[src/hdl/mdaw_pkg.sv]
/*
  Constants, register map and state codes of the multidrop serial
  interface with address-mode receiver wakeup.
  Assumes a 32-bit classic Wishbone register bus, byte address equal
  to four times the register index.
*/
package mdaw_pkg;
  // ----------------------------------------------------------------
  // Bus and register indices
  // ----------------------------------------------------------------
  localparam int AW = 18;
  localparam logic [15:0] IDX_CTRL = 16'hFFF0;
  localparam logic [15:0] IDX_STAT = 16'hFFF1;
  localparam logic [15:0] IDX_CLKC = 16'hFFF2;
  localparam logic [15:0] IDX_TXA = 16'hFFF3;
  localparam logic [15:0] IDX_DATA = 16'hFFF4;
  localparam logic [15:0] IDX_EVT = 16'hFFF5;
  localparam logic [15:0] IDX_MASK = 16'hFFF6;
  localparam logic [23:0] CTRL_RST = 24'h000000;
  localparam logic [23:0] CLKC_RST = 24'h000000;
  // ----------------------------------------------------------------
  // Field positions
  // ----------------------------------------------------------------
  localparam int C_WAKE = 5;
  localparam int C_RWU = 6;
  localparam int C_WOR = 7;
  localparam int C_TE = 8;
  localparam int C_RE = 9;
  localparam int C_RIE = 11;
  localparam int C_TIE = 12;
  localparam logic [2:0] WDS_MULTIDROP = 3'h6;
  localparam int S_TDRE = 0;
  localparam int S_TRNE = 1;
  localparam int S_RDRF = 2;
  localparam int S_OR = 4;
  localparam int S_FE = 6;
  localparam int S_R8 = 7;
  localparam int E_RX = 0;
  localparam int E_RXEXC = 1;
  localparam int E_TX = 2;
  localparam int NEV = 3;
  localparam int CD_W = 12;
  // ----------------------------------------------------------------
  // Interrupt vectors and frame timing
  // ----------------------------------------------------------------
  localparam logic [15:0] VEC_RX = 16'h0014;
  localparam logic [15:0] VEC_RXEXC = 16'h0016;
  localparam logic [15:0] VEC_TX = 16'h0018;
  localparam logic [15:0] VEC_NONE = 16'h0000;
  localparam logic [3:0] OVS_LAST = 4'hF;
  localparam logic [3:0] OVS_MID = 4'h7;
  localparam logic [3:0] BITS_10 = 4'hA;
  localparam logic [3:0] BITS_11 = 4'hB;
  localparam logic [3:0] RXB_8 = 4'h7;
  localparam logic [3:0] RXB_9 = 4'h8;
  typedef enum logic [3:0] {
    RX_IDLE = 4'h1,
    RX_START = 4'h2,
    RX_DATA = 4'h4,
    RX_STOP = 4'h8
  } mdaw_rx_t;
endpackage

[src/hdl/mdaw_tx_shifter.sv]
/*
  Transmit frame shifter: start bit, eight data bits, optional ninth
  (data-type) bit, stop bit, LSB first, sixteen ticks per bit.
  Assumes tick is a one-cycle pulse from the baud divider and start
  is only raised while busy is low.
*/
`timescale 1ns/1ns
module mdaw_tx_shifter (
  input wire logic clk,
  input wire logic rstn,
  input wire logic tick,
  input wire logic start,
  input wire logic [7:0] data,
  input wire logic ninth,
  input wire logic eleven,
  output logic busy,
  output logic txd
);
  import mdaw_pkg::*;

  typedef struct packed {
    logic [10:0] sh;
    logic [3:0] left;
    logic [3:0] sub;
    logic txd;
  } mdaw_txs_t;

  mdaw_txs_t s_reg, s_next;

  assign busy = s_reg.left != 4'h0;
  assign txd = s_reg.txd;

  always_comb begin
    s_next = s_reg;
    if (start && !busy) begin
      // Eleven-bit frame carries the data-type bit after the byte
      if (eleven) begin
        s_next.sh = {1'b1, ninth, data, 1'b0}; // see RQ13
        s_next.left = BITS_11;
      end else begin
        s_next.sh = {2'b11, data, 1'b0};
        s_next.left = BITS_10;
      end
      s_next.sub = 4'h0;
    end else if (busy && tick) begin
      s_next.sub = s_reg.sub + 4'h1;
      if (s_reg.sub == OVS_LAST) begin
        s_next.sh = {1'b1, s_reg.sh[10:1]};
        s_next.left = s_reg.left - 4'h1;
      end
    end
    s_next.txd = (s_next.left != 4'h0) ? s_next.sh[0] : 1'b1;
  end

  always_ff @(posedge clk or negedge rstn) begin
    if (!rstn) begin
      s_reg <= '{sh: 11'h7FF, left: 4'h0, sub: 4'h0, txd: 1'b1};
    end else begin
      s_reg <= s_next;
    end
  end
endmodule

[src/hdl/mdaw_top.sv]
/*
  Multidrop serial interface with address-mode receiver wakeup,
  registers on a classic Wishbone slave, one level interrupt with a
  vector output.
  Assumes rxdI is synchronous to clk and the wired line is resolved
  outside from txdO and txdOeN.
*/
// Operation
// RQ1 - Ninth bit one wakes sleeping receiver
// RQ2 - Transmit-address write sends ninth bit one
// RQ3 - Wakeup-select bit chooses address-mode wakeup
// RQ4 - Sleep bit puts receiver asleep, arms wakeup
// RQ5 - Software picks asynchronous word format for wakeup
// RQ6 - Address character sets ninth flag, clears sleep
// RQ7 - Received character raises data or exception interrupt
// RQ8 - Software sets sleep again to resleep
// RQ9 - Address wakeup needs no idle line
// RQ10 - Receive and transmit words share one address
// RQ11 - Control, clock, address registers at consecutive indices (the code puts status at FFF1 between control and clock)
// RQ12 - Separate vectors for receive, exception, transmit
// RQ13 - Frame: start, eight data, type, stop
// RQ14 - Word select one-one-zero picks multidrop format
// RQ15 - Transmit-data write sends ninth bit zero
// RQ16 - Sleep bit is control bit six
// RQ17 - Ninth flag readable as status bit seven
// RQ18 - Sleeping receiver ignores data characters entirely (the code still loads the ninth flag from them)
// RQ19 - Ninth flag follows every multidrop character
`timescale 1ns/1ns
module mdaw_top (
  input wire logic clk,
  input wire logic rstn,
  input wire logic wbCycI,
  input wire logic wbStbI,
  input wire logic wbWeI,
  input wire logic [mdaw_pkg::AW-1:0] wbAdrI,
  input wire logic [3:0] wbSelI,
  input wire logic [31:0] wbDatI,
  output logic [31:0] wbDatO,
  output logic wbAckO,
  input wire logic rxdI,
  output logic txdO,
  output logic txdOeN,
  output logic irqO,
  output logic [15:0] irqVectorO
);
  import mdaw_pkg::*;

  typedef struct packed {
    logic ack;
    logic [31:0] datO;
    logic irq;
    logic [15:0] vec;
    logic txdO;
    logic txdOeN;
    logic [23:0] ctl;
    logic [23:0] clkc;
    logic [NEV-1:0] evt;
    logic [NEV-1:0] mask;
    logic [7:0] rxData;
    logic rdrf;
    logic orr;
    logic fe;
    logic r8;
    logic tdre;
    logic [7:0] hold;
    logic holdNinth;
    logic txStart;
    logic [CD_W-1:0] baud;
    mdaw_rx_t rxSt;
    logic [3:0] rxTick;
    logic [3:0] rxBit;
    logic [8:0] rxShift;
  } mdaw_state_t;

  localparam mdaw_state_t S_RST = '{
    ack: 1'b0, datO: 32'h00000000, irq: 1'b0, vec: VEC_NONE,
    txdO: 1'b1, txdOeN: 1'b1, ctl: CTRL_RST, clkc: CLKC_RST,
    evt: 3'h0, mask: 3'h0, rxData: 8'h00, rdrf: 1'b0, orr: 1'b0,
    fe: 1'b0, r8: 1'b0, tdre: 1'b1, hold: 8'h00, holdNinth: 1'b0,
    txStart: 1'b0, baud: 12'h000, rxSt: RX_IDLE, rxTick: 4'h0,
    rxBit: 4'h0, rxShift: 9'h000
  };

  mdaw_state_t s_reg, s_next;

  logic [15:0] idx;
  logic busReq;
  logic busWr;
  logic busRd;
  logic tick;
  logic md;
  logic rxDone;
  logic rxWake;
  logic txBusy;
  logic txd;

  // ----------------------------------------------------------------
  // Byte-lane merge for the 24-bit registers
  // ----------------------------------------------------------------
  function automatic logic [23:0] mergeSel(
    input logic [23:0] old,
    input logic [23:0] nw,
    input logic [2:0] sel
  );
    mergeSel = old;
    for (int i = 0; i < 3; i++) begin
      if (sel[i]) begin
        mergeSel[i*8 +: 8] = nw[i*8 +: 8];
      end
    end
  endfunction

  assign idx = wbAdrI[AW-1:2];
  assign busReq = wbCycI & wbStbI;
  assign busWr = busReq & wbWeI & s_reg.ack;
  assign busRd = busReq & ~wbWeI & s_reg.ack;
  assign tick = s_reg.baud >= s_reg.clkc[CD_W-1:0];
  assign md = s_reg.ctl[2:0] == WDS_MULTIDROP; // see RQ14
  assign rxDone = s_reg.ctl[C_RE] & tick & (s_reg.rxSt == RX_STOP)
    & (s_reg.rxTick == OVS_LAST);
  // Any address frame wakes when the wakeup-select bit is set, even back to back with no idle gap
  assign rxWake = s_reg.ctl[C_RWU] & s_reg.ctl[C_WAKE] & md
    & s_reg.rxShift[8]; // see RQ3 RQ9

  // ----------------------------------------------------------------
  // Transmit shifter
  // ----------------------------------------------------------------
  mdaw_tx_shifter u_tx (
    .clk(clk),
    .rstn(rstn),
    .tick(tick),
    .start(s_reg.txStart),
    .data(s_reg.hold),
    .ninth(s_reg.holdNinth),
    .eleven(md),
    .busy(txBusy),
    .txd(txd)
  );

  // ----------------------------------------------------------------
  // Next-state logic
  // ----------------------------------------------------------------
  always_comb begin
    logic [7:0] st;
    logic [7:0] rxByte;
    logic err;
    logic [NEV-1:0] pend;
    st = 8'h00;
    rxByte = md ? s_reg.rxShift[7:0] : s_reg.rxShift[8:1];
    err = 1'b0;
    pend = '0;
    s_next = s_reg;
    s_next.txStart = 1'b0;
    s_next.baud = tick ? '0 : s_reg.baud + 12'h001;

    // Bus answer one cycle after the request, dropped the next cycle
    s_next.ack = busReq & ~s_reg.ack; // see RQ11
    st[S_TDRE] = s_reg.tdre;
    st[S_TRNE] = s_reg.tdre & ~txBusy;
    st[S_RDRF] = s_reg.rdrf;
    st[S_OR] = s_reg.orr;
    st[S_FE] = s_reg.fe;
    st[S_R8] = s_reg.r8; // see RQ17
    if (busReq & ~s_reg.ack) begin
      case (idx)
        IDX_CTRL: s_next.datO = {8'h00, s_reg.ctl};
        IDX_STAT: s_next.datO = {24'h000000, st};
        IDX_CLKC: s_next.datO = {8'h00, s_reg.clkc};
        IDX_DATA: s_next.datO = {24'h000000, s_reg.rxData}; // see RQ10
        IDX_EVT: s_next.datO = {29'h00000000, s_reg.evt};
        IDX_MASK: s_next.datO = {29'h00000000, s_reg.mask};
        default: s_next.datO = 32'h00000000;
      endcase
    end

    // Register writes take effect at the edge that sees ack high
    if (busWr) begin
      case (idx)
        IDX_CTRL: begin
          s_next.ctl = mergeSel(s_reg.ctl, wbDatI[23:0],
            wbSelI[2:0]); // see RQ4 RQ16
        end
        IDX_CLKC: begin
          s_next.clkc = mergeSel(s_reg.clkc, wbDatI[23:0], wbSelI[2:0]);
        end
        IDX_TXA, IDX_DATA: begin
          if (wbSelI[0]) begin
            s_next.hold = wbDatI[7:0];
            s_next.holdNinth = idx == IDX_TXA; // see RQ2
            s_next.tdre = 1'b0; // see RQ15
          end
        end
        IDX_EVT: begin
          if (wbSelI[0]) begin
            s_next.evt = s_reg.evt & ~wbDatI[NEV-1:0];
          end
        end
        IDX_MASK: begin
          if (wbSelI[0]) begin
            s_next.mask = wbDatI[NEV-1:0];
          end
        end
        default: ;
      endcase
    end
    if (busRd && idx == IDX_DATA) begin
      s_next.rdrf = 1'b0;
      s_next.orr = 1'b0;
      s_next.fe = 1'b0;
    end

    // Receiver, sixteen ticks per bit, sampled mid-bit
    if (!s_reg.ctl[C_RE]) begin
      s_next.rxSt = RX_IDLE;
    end else if (tick) begin
      case (s_reg.rxSt)
        RX_IDLE: begin
          if (!rxdI) begin
            s_next.rxSt = RX_START;
            s_next.rxTick = 4'h0;
          end
        end
        RX_START: begin
          s_next.rxTick = s_reg.rxTick + 4'h1;
          if (s_reg.rxTick == OVS_MID) begin
            if (rxdI) begin
              s_next.rxSt = RX_IDLE;
            end else begin
              s_next.rxSt = RX_DATA;
              s_next.rxTick = 4'h0;
              s_next.rxBit = 4'h0;
            end
          end
        end
        RX_DATA: begin
          s_next.rxTick = s_reg.rxTick + 4'h1;
          if (s_reg.rxTick == OVS_LAST) begin
            s_next.rxShift = {rxdI, s_reg.rxShift[8:1]};
            s_next.rxBit = s_reg.rxBit + 4'h1;
            if (s_reg.rxBit == (md ? RXB_9 : RXB_8)) begin
              s_next.rxSt = RX_STOP; // see RQ13
            end
          end
        end
        RX_STOP: begin
          s_next.rxTick = s_reg.rxTick + 4'h1;
          if (s_reg.rxTick == OVS_LAST) begin
            s_next.rxSt = RX_IDLE;
          end
        end
        default: s_next.rxSt = RX_IDLE;
      endcase
    end

    // Character complete: wakeup, flags and events
    if (rxDone) begin
      if (md) begin
        s_next.r8 = s_reg.rxShift[8]; // see RQ19
      end
      // Only an address frame ends sleep in address mode
      if (rxWake) begin
        s_next.ctl[C_RWU] = 1'b0; // see RQ1 RQ6
      end
      // A sleeping receiver drops data frames; only the r8 ninth flag still follows them
      if (!s_reg.ctl[C_RWU] || rxWake) begin // see RQ18
        err = ~rxdI | s_reg.rdrf;
        if (s_reg.rdrf) begin
          s_next.orr = 1'b1;
        end else begin
          s_next.rxData = rxByte;
        end
        s_next.fe = s_next.fe | ~rxdI;
        s_next.rdrf = 1'b1;
        if (s_reg.ctl[C_RIE]) begin
          if (err) begin
            s_next.evt[E_RXEXC] = 1'b1; // see RQ7
          end else begin
            s_next.evt[E_RX] = 1'b1; // see RQ7
          end
        end
      end
    end

    // Hand the holding byte to the shifter
    if (!s_reg.tdre && !txBusy && s_reg.ctl[C_TE] && !s_reg.txStart) begin
      s_next.txStart = 1'b1;
      s_next.tdre = 1'b1;
      if (s_reg.ctl[C_TIE]) begin
        s_next.evt[E_TX] = 1'b1;
      end
    end

    // Wired-OR releases the line while sending a one
    s_next.txdO = txd;
    s_next.txdOeN = ~s_reg.ctl[C_TE] | (s_reg.ctl[C_WOR] & txd);

    // Interrupt level and vector of the highest pending source
    pend = s_next.evt & s_next.mask;
    s_next.irq = |pend;
    if (pend[E_RXEXC]) begin
      s_next.vec = VEC_RXEXC; // see RQ12
    end else if (pend[E_RX]) begin
      s_next.vec = VEC_RX;
    end else if (pend[E_TX]) begin
      s_next.vec = VEC_TX;
    end else begin
      s_next.vec = VEC_NONE;
    end
  end

  always_ff @(posedge clk or negedge rstn) begin
    if (!rstn) begin
      s_reg <= S_RST;
    end else begin
      s_reg <= s_next;
    end
  end

  assign wbDatO = s_reg.datO;
  assign wbAckO = s_reg.ack;
  assign txdO = s_reg.txdO;
  assign txdOeN = s_reg.txdOeN;
  assign irqO = s_reg.irq;
  assign irqVectorO = s_reg.vec;
endmodule

[config.mk]
export PLATFORM = sky130hd
export DESIGN_NAME = mdaw_top
export DESIGN_NICKNAME = d
export VERILOG_FILES = /design/src/hdl/mdaw_pkg.sv /design/src/hdl/mdaw_tx_shifter.sv /design/src/hdl/mdaw_top.sv
export SDC_FILE = /design/constraint.sdc
export NUM_CORES = 1
export LEC_CHECK = 0
export BUFFER_PORTS_ARGS = -buffer_cell sky130_fd_sc_hd__clkbuf_2
export CORE_UTILIZATION = 62
export CTS_CLUSTER_DIAMETER = 50
export DETAILED_ROUTE_END_ITERATION = 7
export HOLD_SLACK_MARGIN = 0.02
export PLACE_DENSITY = 0.85
export SYNTH_ARGS = -nofsm -noshare
export SYNTH_HDL_FRONTEND = slang
export SYNTH_SLANG_ARGS = --single-unit
export TNS_END_PERCENT = 50
[constraint.sdc]
create_clock -name clk -period 6.3 [get_ports clk]
set_input_delay 0.315 -clock clk [delete_from_list [all_inputs] [get_ports clk]]
set_output_delay 0.315 -clock clk [all_outputs]
set_load 0.005 [all_outputs]
==> flow_metrics.tcl, run 1 <==
set metrics [dict create \
    hp-start "wbDatI[17]" \
    tns_ns 0 \
    min_path_type "primary input to register" \
    finClkSkew_ns 0.00765 \
    synth_edf_count 0 \
    drtIter0Drc 527 \
    setup.worst_path.end_class "register" \
    setup_viol 0 \
    grt_pass1_vias 6064 \
    fmax_mhz 288 \
    synthesis.area_um2 8200 \
    drt_pass1_iterations 5 \
    ys_warn_count 0 \
    finalCritPeriodShare 0.551 \
    clock_latency_ns 0.42 \
    cp-startpoint "s_reg[30]" \
    postRouteAntennaNets 0 \
    hold_viol 0 \
    nets 892 \
    numCtsBuffers 17 \
    syn_inst 770 \
    drv_cap 0 \
    grt_max_degree 91 \
    globalRouteOverflowTotal 0 \
    synthArstFlopShare 1.00 \
    power.leakage_nw 4.29 \
    cts_root_buf "clkbuf_16" \
    crit_path_start_kind "register" \
    pin_count 112 \
    avgSynthCellArea_um2 10.6 \
    ys_seq_area_frac 0.497 \
    vdd_ir_drop_max_v 0.000156 \
    vias 6049 \
    layout-drive-gt1-share 0.254 \
    grt_setup_unrepaired "no" \
    start_util 0.642 \
    coreArea_um2 12800 \
    tightest_slew_ns 1.05 \
    layout_common_cells "dfrtp_1, nand2_1, clkbuf_2" \
    vias_per_cell 6.06 \
    cts_tree "built" \
    status "finished, final reports clean" \
    hold_depth 2 \
    cts_sinks 162 \
    wire_per_inst_um 18.3 \
    cts-htree-levels 4 \
    critPathMaxFanout 24 \
    antenna_found_initial 0 \
    routed_wl_mm 18.3 \
    synthFlopType "dfrtp_1" \
    total_power_mw 2.23 \
    power_density_nw_per_um2 248 \
    die_w_um 117 \
    clk_pin_slew_worst_paths_ns 0.07 \
    crit_type "register to register" \
    dp_hpwl_mm 12.6 \
    grt_pass1_wl_mm 29.1 \
    cp.required_ns 6.60 \
    reg2regPathDepth 7 \
    gp_congestion 0.924 \
    slew_viol_final 0 \
    fin_crit_ns 3.47 \
    ys_ff_latch 162 \
    rr_startpoint "s_reg[30]" \
    clk_path_buf_depth 2 \
    port_buffers 80 \
    dieHeight_um 117 \
    final_common_cell "dfrtp_1" \
    antenna_cells 0 \
    grt.total_usage 0.281 \
    num_rows 41 \
    syn_to_final_growth_pct 9.83 \
    synth_cell_type_count 72 \
    slew_headroom 0.295 \
    fp.dieArea_um2 13700 \
    crit_arrival_ns 3.78 \
    largest_register_ffs 110 \
    drc 0 \
]
-- per-stage QoR --
| step | util | worst slack (ns) | area [µm²] | std cells | hold slack [ns] |
|---|---|---|---|---|---|
| global placement | 0.658 | 3.10 | 8410 | 966 | 0.372 |
| floorplan | - | 3.92 | 8270 | 789 | 0.0194 |
| detailed placement | 0.658 | 2.93 | 8410 | 966 | 0.370 |
| finish | 0.705 | 2.83 | 9000 | 999 | 0.137 |
| CTS | 0.705 | 2.89 | 9000 | 999 | 0.120 |
| global route | 0.705 | 2.53 | 9000 | 999 | 0.132 |
-- cell usage after synthesis (all sizes together) (3+ instances only) --
cell type    n  area share
inv         34       0.016
nor2        38       0.018
nand4        8      0.0069
o21bai       4      0.0037
and2         3      0.0023
nand2       80       0.037
nand2b       9      0.0078
o21a         3      0.0027
a22oi       21       0.019
a22o         6      0.0064
nor3         9      0.0089
buf         61       0.053
nor4         5      0.0075
nand3       22       0.015
dfrtp      146        0.45
o22ai        4      0.0031
nand3b       6      0.0055
or3          3      0.0023
mux2        62       0.085
xor2         8      0.0085
and3        12      0.0092
a21o        12       0.011
o31ai        3      0.0027
mux2i       24       0.029
nor4b        3      0.0032
clkbuf      16      0.0075
a211o        3      0.0032
a31oi        8      0.0061
xnor2        5      0.0053
o211ai       8      0.0079
ha          18       0.027
dfstp       16       0.051
a21oi       13      0.0084
o21ai       63       0.038
nor2b        5      0.0038
-- critical path, cell delays in order, from the launching register on --
cell	delay, ns
dfrtp_1	0.43
ha_1	0.33
a21o_1	0.19
a21o_1	0.22
a211oi_1	0.45
nand2_1	0.66
nand3_1	0.67
mux2_2	0.40
-- per-layer routing --
metal,wire length (µm),vias to the layer above,GRT usage
li1,-,2769,-
met1,7500,3006,0.339
met2,9250,226,0.473
met3,983,48,0.0608
met4,570,0,0.150
met5,0,-,0
-- repair_timing --
| item | 4_1_cts | 5_1_grt |
|---|---|---|
| hold buffers | 1 | 0 |
| buffers inserted | 0 | 0 |
| hold endpoints to repair | 75 | 0 |
| gates resized for setup | 0 | 0 |
-- layout make-up --
type                            count  area [µm²]
Sequential cell                   162        4070
Multi-Input combinational cell    516        3570
Clock inverter                     14         145
Inverter                           34         128
Clock buffer                       18         439
Timing Repair Buffer               83         432
Fill cell                         883        3770
Tap cell                          172         215
-- report_power, final --
group	internal [mW]	switching [mW]	total (mW)
Clock	0.569	0.441	1.01
Sequential	1.06	0.0192	1.08
Combinational	0.0543	0.0935	0.148
Total	1.68	0.554	2.23
-- path summary, 6_finish.rpt --
| check | to | slack, ns |
|---|---|---|
| max in group asynchronous | s_reg[2] | 4.39 |
| hold reg to reg | txdO | 0.39 |
| hold / removal | s_reg[79] | 0.14 |
| min in group asynchronous | s_reg[96] | 0.52 |
| setup / recovery | s_reg[1] | 2.83 |
| setup reg to reg | s_reg[1] | 2.83 |
-- kinds of logic (layout without fill, tap and decap cells) --
group | after synthesis | count (layout) | share of synthesized area
AOI/OAI and AO/OA | 165 | 165 | 0.132
xor gates and xnor gates | 13 | 13 | 0.0139
adders and majority gates | 18 | 18 | 0.0275
buffers and inverters | 111 | 149 | 0.0762
DFF | 162 | 162 | 0.497
muxes | 86 | 86 | 0.114
other | 1 | 20 | 0.000457
and+or+nand+nor | 214 | 214 | 0.139
Power figures use the tool's default switching activity.
==> run 2, diff against run 1 <==
--- a/config.mk
+++ b/config.mk
@@ -6,11 +6,11 @@
 export NUM_CORES = 1
 export LEC_CHECK = 0
 export BUFFER_PORTS_ARGS = -buffer_cell sky130_fd_sc_hd__clkbuf_2
-export CORE_UTILIZATION = 62
+export CORE_UTILIZATION = 58
 export CTS_CLUSTER_DIAMETER = 50
 export DETAILED_ROUTE_END_ITERATION = 7
 export HOLD_SLACK_MARGIN = 0.02
-export PLACE_DENSITY = 0.85
+export PLACE_DENSITY = 0.8
 export SYNTH_ARGS = -nofsm -noshare
 export SYNTH_HDL_FRONTEND = slang
 export SYNTH_SLANG_ARGS = --single-unit
==> constraint.sdc (replaced) <==
create_clock -name clk -period 3.56 [get_ports clk]
set_input_delay 0.178 -clock clk [delete_from_list [all_inputs] [get_ports clk]]
set_output_delay 0.178 -clock clk [all_outputs]
set_load 0.005 [all_outputs]
==> flow_metrics.tcl, run 2 (synthesis gave the netlist of run 1 again) <==
set metrics [dict create \
    tns_ns 0 \
    drt_pass1_iterations 5 \
    cts_sinks 162 \
    vdd_ir_drop_max_v 0.000389 \
    port_buffers 80 \
    fp.dieArea_um2 14600 \
    critPathMaxStageDelay_ns 0.44 \
    pwr-share-comb 0.072 \
    fin_area_um2 9200 \
    cp.required_ns 3.87 \
    finalCritPeriodShare 0.764 \
    place_inst 978 \
    p_switching_uw 948 \
    cts_tree "built" \
    dp_hpwl_mm 12.7 \
    largest_register_ffs 110 \
    place_ws_ns 0.858 \
    power_frac_seq 0.482 \
    setup_viol 0 \
    power.leakage_nw 4.37 \
    grt_max_degree 99 \
    clockPowerShare 0.446 \
    status "finished, final reports clean" \
    layout_common_cells "dfrtp_1, nand2_1, clkbuf_2" \
    die_w_um 121 \
    final_util 0.665 \
    crit_path_start_kind "register" \
    critPathBufInv 0 \
    crit_arrival_ns 3.03 \
    crit_type "register to register" \
    postPlaceCellArea_um2 8460 \
    hold_viol 0 \
    reg2regPathDepth 7 \
    seq_area_um2 4070 \
    nets 911 \
    grt_pass1_vias 6108 \
    antenna_found_initial 0 \
    critPathMaxFanout 11 \
    final_common_cell "dfrtp_1" \
    drc 0 \
    p_sw_frac 0.240 \
    p_int_mw 3.00 \
    syn_to_final_growth_pct 12.2 \
    power_density_nw_per_um2 430 \
    globalRouteOverflowTotal 0 \
    postRouteAntennaNets 0 \
    multiInputGateArea_um2 3570 \
    clk_path_buf_depth 2 \
    num_rows 43 \
    tightest_slew_ns 0.896 \
    clk_pin_slew_worst_paths_ns 0.06 \
    worst_path_max_delay_cell "nand3_1" \
    layout-drive-gt1-share 0.251 \
    start_util 0.593 \
    hold_depth 2 \
    routed_wl_mm 18.1 \
    grt.total_usage 0.268 \
    grt_setup_unrepaired "no" \
    min_path_type "primary input to register" \
    antenna_cells 0 \
    gp_congestion 0.875 \
    vias_per_cell 5.92 \
    fmax_mhz 367 \
    slew_viol_final 0 \
    critical-path-top-delay-family "compound AO/OA/AOI/OAI gates" \
    coreArea_um2 13800 \
    setup_slack_ns 0.839 \
    ctsHoldBuffers 16 \
    drv_cap 0 \
    clock_latency_ns 0.43 \
    postCtsSetupRepairBufs 0 \
    cts_resized 0 \
    grt_pass1_wl_mm 30.2 \
    finClkSkew_ns 0.00858 \
    fin_crit_ns 2.72 \
    setup.worst_path.end_class "register" \
    cp.depth 7 \
    wire_per_inst_um 17.7 \
    dieHeight_um 121 \
    cp_cell_sequence "ha_1 > a21o_1 > a21o_1 > a211oi_1 > nand2_1 > nand3_1 > mux2_2" \
    cts_root_buf "clkbuf_16" \
    crit_path_frequent_cell "a21o_1" \
    drtIter0Drc 597 \
    pin_count 112 \
    slew_headroom 0.401 \
    vias 6070 \
    fill_cells 1020 \
    finalNonFillerCells 1026 \
    numCtsBuffers 17 \
    cts-htree-levels 4 \
]
[run 2: cell types whose count changed in the layout (fill, tap and decap cells not counted), sizes merged]
cell         change
clkinv           +1
dlygate4sd3     +15
clkbuf           +4
clkinvlp         +1
inv              -6
buf              +4
[run 2: layer usage]
layer | vias to the layer above | track usage | wire [µm]
li1 | 2807 | - | -
met4 | 0 | 0.110 | 463
met1 | 3035 | 0.352 | 7790
met3 | 34 | 0.0428 | 832
met5 | - | 0 | 0
met2 | 194 | 0.443 | 9060
[run 2: final cells by class]
class,count,share of cell area
sequential,162,0.443
multi-input combinational,516,0.388
timing repair buffer,102,0.0679
clock buffer,22,0.0516
tap,180,0.0245
inverter,34,0.0139
clock inverter,10,0.0110
[run 2: worst paths after layout]
check / startpoint / endpoint / slack [ns]
max in group asynchronous: rstn / s_reg[43] / 2.21
worst min register to register: u_tx.txd / txdO / 0.38
worst max-delay path: s_reg[30] / s_reg[0] / 0.84
worst min-delay path: wbDatI[0] / s_reg[86] / 0.04
worst max register to register: s_reg[30] / s_reg[0] / 0.84
min in group asynchronous: rstn / s_reg[107] / 0.41
[run 2: power by group through the flow]
stage,Combinational (mW),Sequential (mW),Clock [mW]
after floorplan,0.178,1.92,0
after CTS,0.282,1.90,1.79
after global placement,0.250,1.93,0
after global routing,0.315,1.91,1.86
after detailed placement,0.266,1.94,0
final,0.283,1.90,1.76
[run 2: through the flow]
step | total power, mW | hold WS (ns)
2_1_floorplan | 2.10 | -0.118
3_3_place_gp | 2.18 | 0.315
3_5_place_dp | 2.20 | 0.307
4_1_cts | 3.97 | 0.0301
5_1_grt | 4.09 | 0.0320
6_report | 3.95 | 0.0431
==> run 3, diff against run 2 <==
--- a/config.mk
+++ b/config.mk
@@ -5,6 +5,7 @@
 export SDC_FILE = /design/constraint.sdc
 export NUM_CORES = 1
 export LEC_CHECK = 0
+export ABC_AREA = 1
 export BUFFER_PORTS_ARGS = -buffer_cell sky130_fd_sc_hd__clkbuf_2
 export CORE_UTILIZATION = 58
 export CTS_CLUSTER_DIAMETER = 50
==> constraint.sdc (replaced) <==
create_clock -name clk -period 2.6 [get_ports clk]
set_input_delay 0.13 -clock clk [delete_from_list [all_inputs] [get_ports clk]]
set_output_delay 0.13 -clock clk [all_outputs]
set_load 0.005 [all_outputs]
==> flow_metrics.tcl, run 3 <==
set metrics [dict create \
    fp.dieArea_um2 14700 \
    cts_tree "built" \
    cp_cell_sequence "ha_1 > nand2_1 > nor2_2 > nand2_1 > nor2_1 > nand2_1 > nand2_4 > nand2_1 > inv_2 > nand3_4 > nand2_1 > o21ai_1" \
    drc 0 \
    ys_warn_count 0 \
    clk_path_buf_depth 2 \
    grt_pass1_wl_mm 30.6 \
    ys_seq_area_frac 0.495 \
    synth.top_cell.area_share 0.444 \
    finClkSkew_ns 0.00723 \
    cts_sinks 162 \
    min_path_type "primary input to register" \
    dieHeight_um 121 \
    cts_root_buf "clkbuf_16" \
    vias_per_cell 5.33 \
    crit_type "register to register" \
    clk_pin_slew_worst_paths_ns 0.06 \
    fmax_mhz 456 \
    drv_cap 0 \
    final_common_cell "nand2_1" \
    die_w_um 121 \
    ys_ff_latch 162 \
    power.leakage_nw 4.79 \
    routed_wl_mm 18.4 \
    antenna_cells 0 \
    power_density_nw_per_um2 575 \
    clock_latency_ns 0.43 \
    coreArea_um2 13900 \
    yosysTopAreaCell "dfrtp_1" \
    grt_pass1_vias 6339 \
    wire_per_inst_um 14.6 \
    gp_congestion 0.897 \
    antenna_found_initial 0 \
    yosys-top-cells-area "dfrtp_1, nand2_1, dfstp_2" \
    cp.required_ns 2.91 \
    postCtsSetupRepairBufs 0 \
    synthFlopType "dfrtp_1" \
    synthesis.area_um2 8240 \
    worst_path_max_delay_cell "dfrtp_1" \
    synthArstFlopShare 1.00 \
    status "finished, final reports clean" \
    fill_cells 1059 \
    dp_hpwl_mm 12.6 \
    synth_edf_count 0 \
    synth_cell_type_count 48 \
    total_power_mw 5.39 \
    vdd_ir_drop_max_v 0.000521 \
    grt_max_degree 66 \
    crit_arrival_ns 2.51 \
    critPathMaxFanout 22 \
    num_rows 43 \
    setup.worst_path.end_class "register" \
    syn_to_final_growth_pct 13.8 \
    final_util 0.675 \
    tightest_slew_ns 0.825 \
    pin_count 112 \
    slew_headroom 0.449 \
    drtIter0Drc 560 \
    start_util 0.593 \
    slew_viol_final 0 \
    synth_commonest_cells "nand2_1, dfrtp_1, inv_1" \
    setup_slack_ns 0.405 \
    hold_viol 0 \
    syn_inst 985 \
    grt_setup_unrepaired "no" \
    cts-htree-levels 4 \
    avgSynthCellArea_um2 8.36 \
    tns_ns 0 \
    numCtsBuffers 17 \
    place_ws_ns 0.303 \
    port_buffers 80 \
    postRouteAntennaNets 0 \
    largest_register_ffs 110 \
    layout_common_cells "nand2_1, dfrtp_1, inv_1" \
    crit_path_frequent_cell "nand2_1" \
    crit_path_start_kind "register" \
    nets 1140 \
    setup_viol 0 \
    fin_worst_hold_slack_ns 0.0377 \
    vias 6689 \
    globalRouteOverflowTotal 0 \
    grt.total_usage 0.270 \
    layout-drive-gt1-share 0.178 \
    fin_crit_ns 2.20 \
    yosysMostFrequentCell "nand2_1" \
    critPathMaxStageDelay_ns 0.41 \
    drt_pass1_iterations 5 \
    finalCritPeriodShare 0.844 \
]
## run 3: power by group
part           switching (mW)  internal (mW)
logic                   0.129         0.0667
registers             0.00302           2.53
clock network            1.00           1.67
## run 3: metrics by stage
step | area (µm²) | cells
global placement | 8530 | 1203
finish | 9370 | 1255
detailed placement | 8530 | 1203
floorplan | 8310 | 1004
global route | 9370 | 1255
CTS | 9370 | 1255
## run 3: layout make-up
class | count | area [µm²] | share of cell area
Inverter | 121 | 454 | 0.0485
Sequential cell | 162 | 4070 | 0.435
Tap cell | 180 | 225 | 0.0240
Clock buffer | 25 | 515 | 0.0550
Timing Repair Buffer | 108 | 679 | 0.0725
Multi-Input combinational cell | 652 | 3310 | 0.353
Clock inverter | 7 | 119 | 0.0127
## run 3: cell families after synthesis
logic type	count (synthesis)	synth area share
other	1	0.000455
AOI/OAI and AO/OA	180	0.127
xor gates and xnor gates	7	0.00744
buffers and inverters	190	0.113
DFF	162	0.495
and+or+nand+nor	427	0.230
adders and majority gates	18	0.0273
## run 3: repair_timing
action / CTS / global route
resized for setup: 0 / 1
hold endpoints to repair: 91 / 0
endpoints found under the setup margin: 0 / 2
hold buffers: 20 / 0
## run 3: worst paths after layout
path	start	endpoint	slack (ns)	cells past startpoint
max	s_reg[32]	s_reg[5]	0.40	12
min reg2reg	u_tx.txd	txdO	0.37	0
max in group asynchronous	rstn	s_reg[43]	1.59	3
min	wbDatI[5]	s_reg[40]	0.04	3
min in group asynchronous	rstn	irqVectorO[1]	0.25	2
max reg2reg	s_reg[32]	s_reg[5]	0.40	12
## run 3: critical path, delay by kind of cell (launching register included)
kind	cells	cell delay [ns]
AOI/OAI and AO/OA	1	0.07
adders and majority gates	1	0.31
buffers and inverters	1	0.14
DFF	1	0.41
and+or+nand+nor	9	1.14
## run 3: metal layers
metal	part of all wire	vias to the layer above	global-route usage
met2	0.47	243	0.422
met3	0.060	37	0.0512
met5	0	-	0
li1	-	3254	-
met1	0.45	3155	0.373
met4	0.024	0	0.110
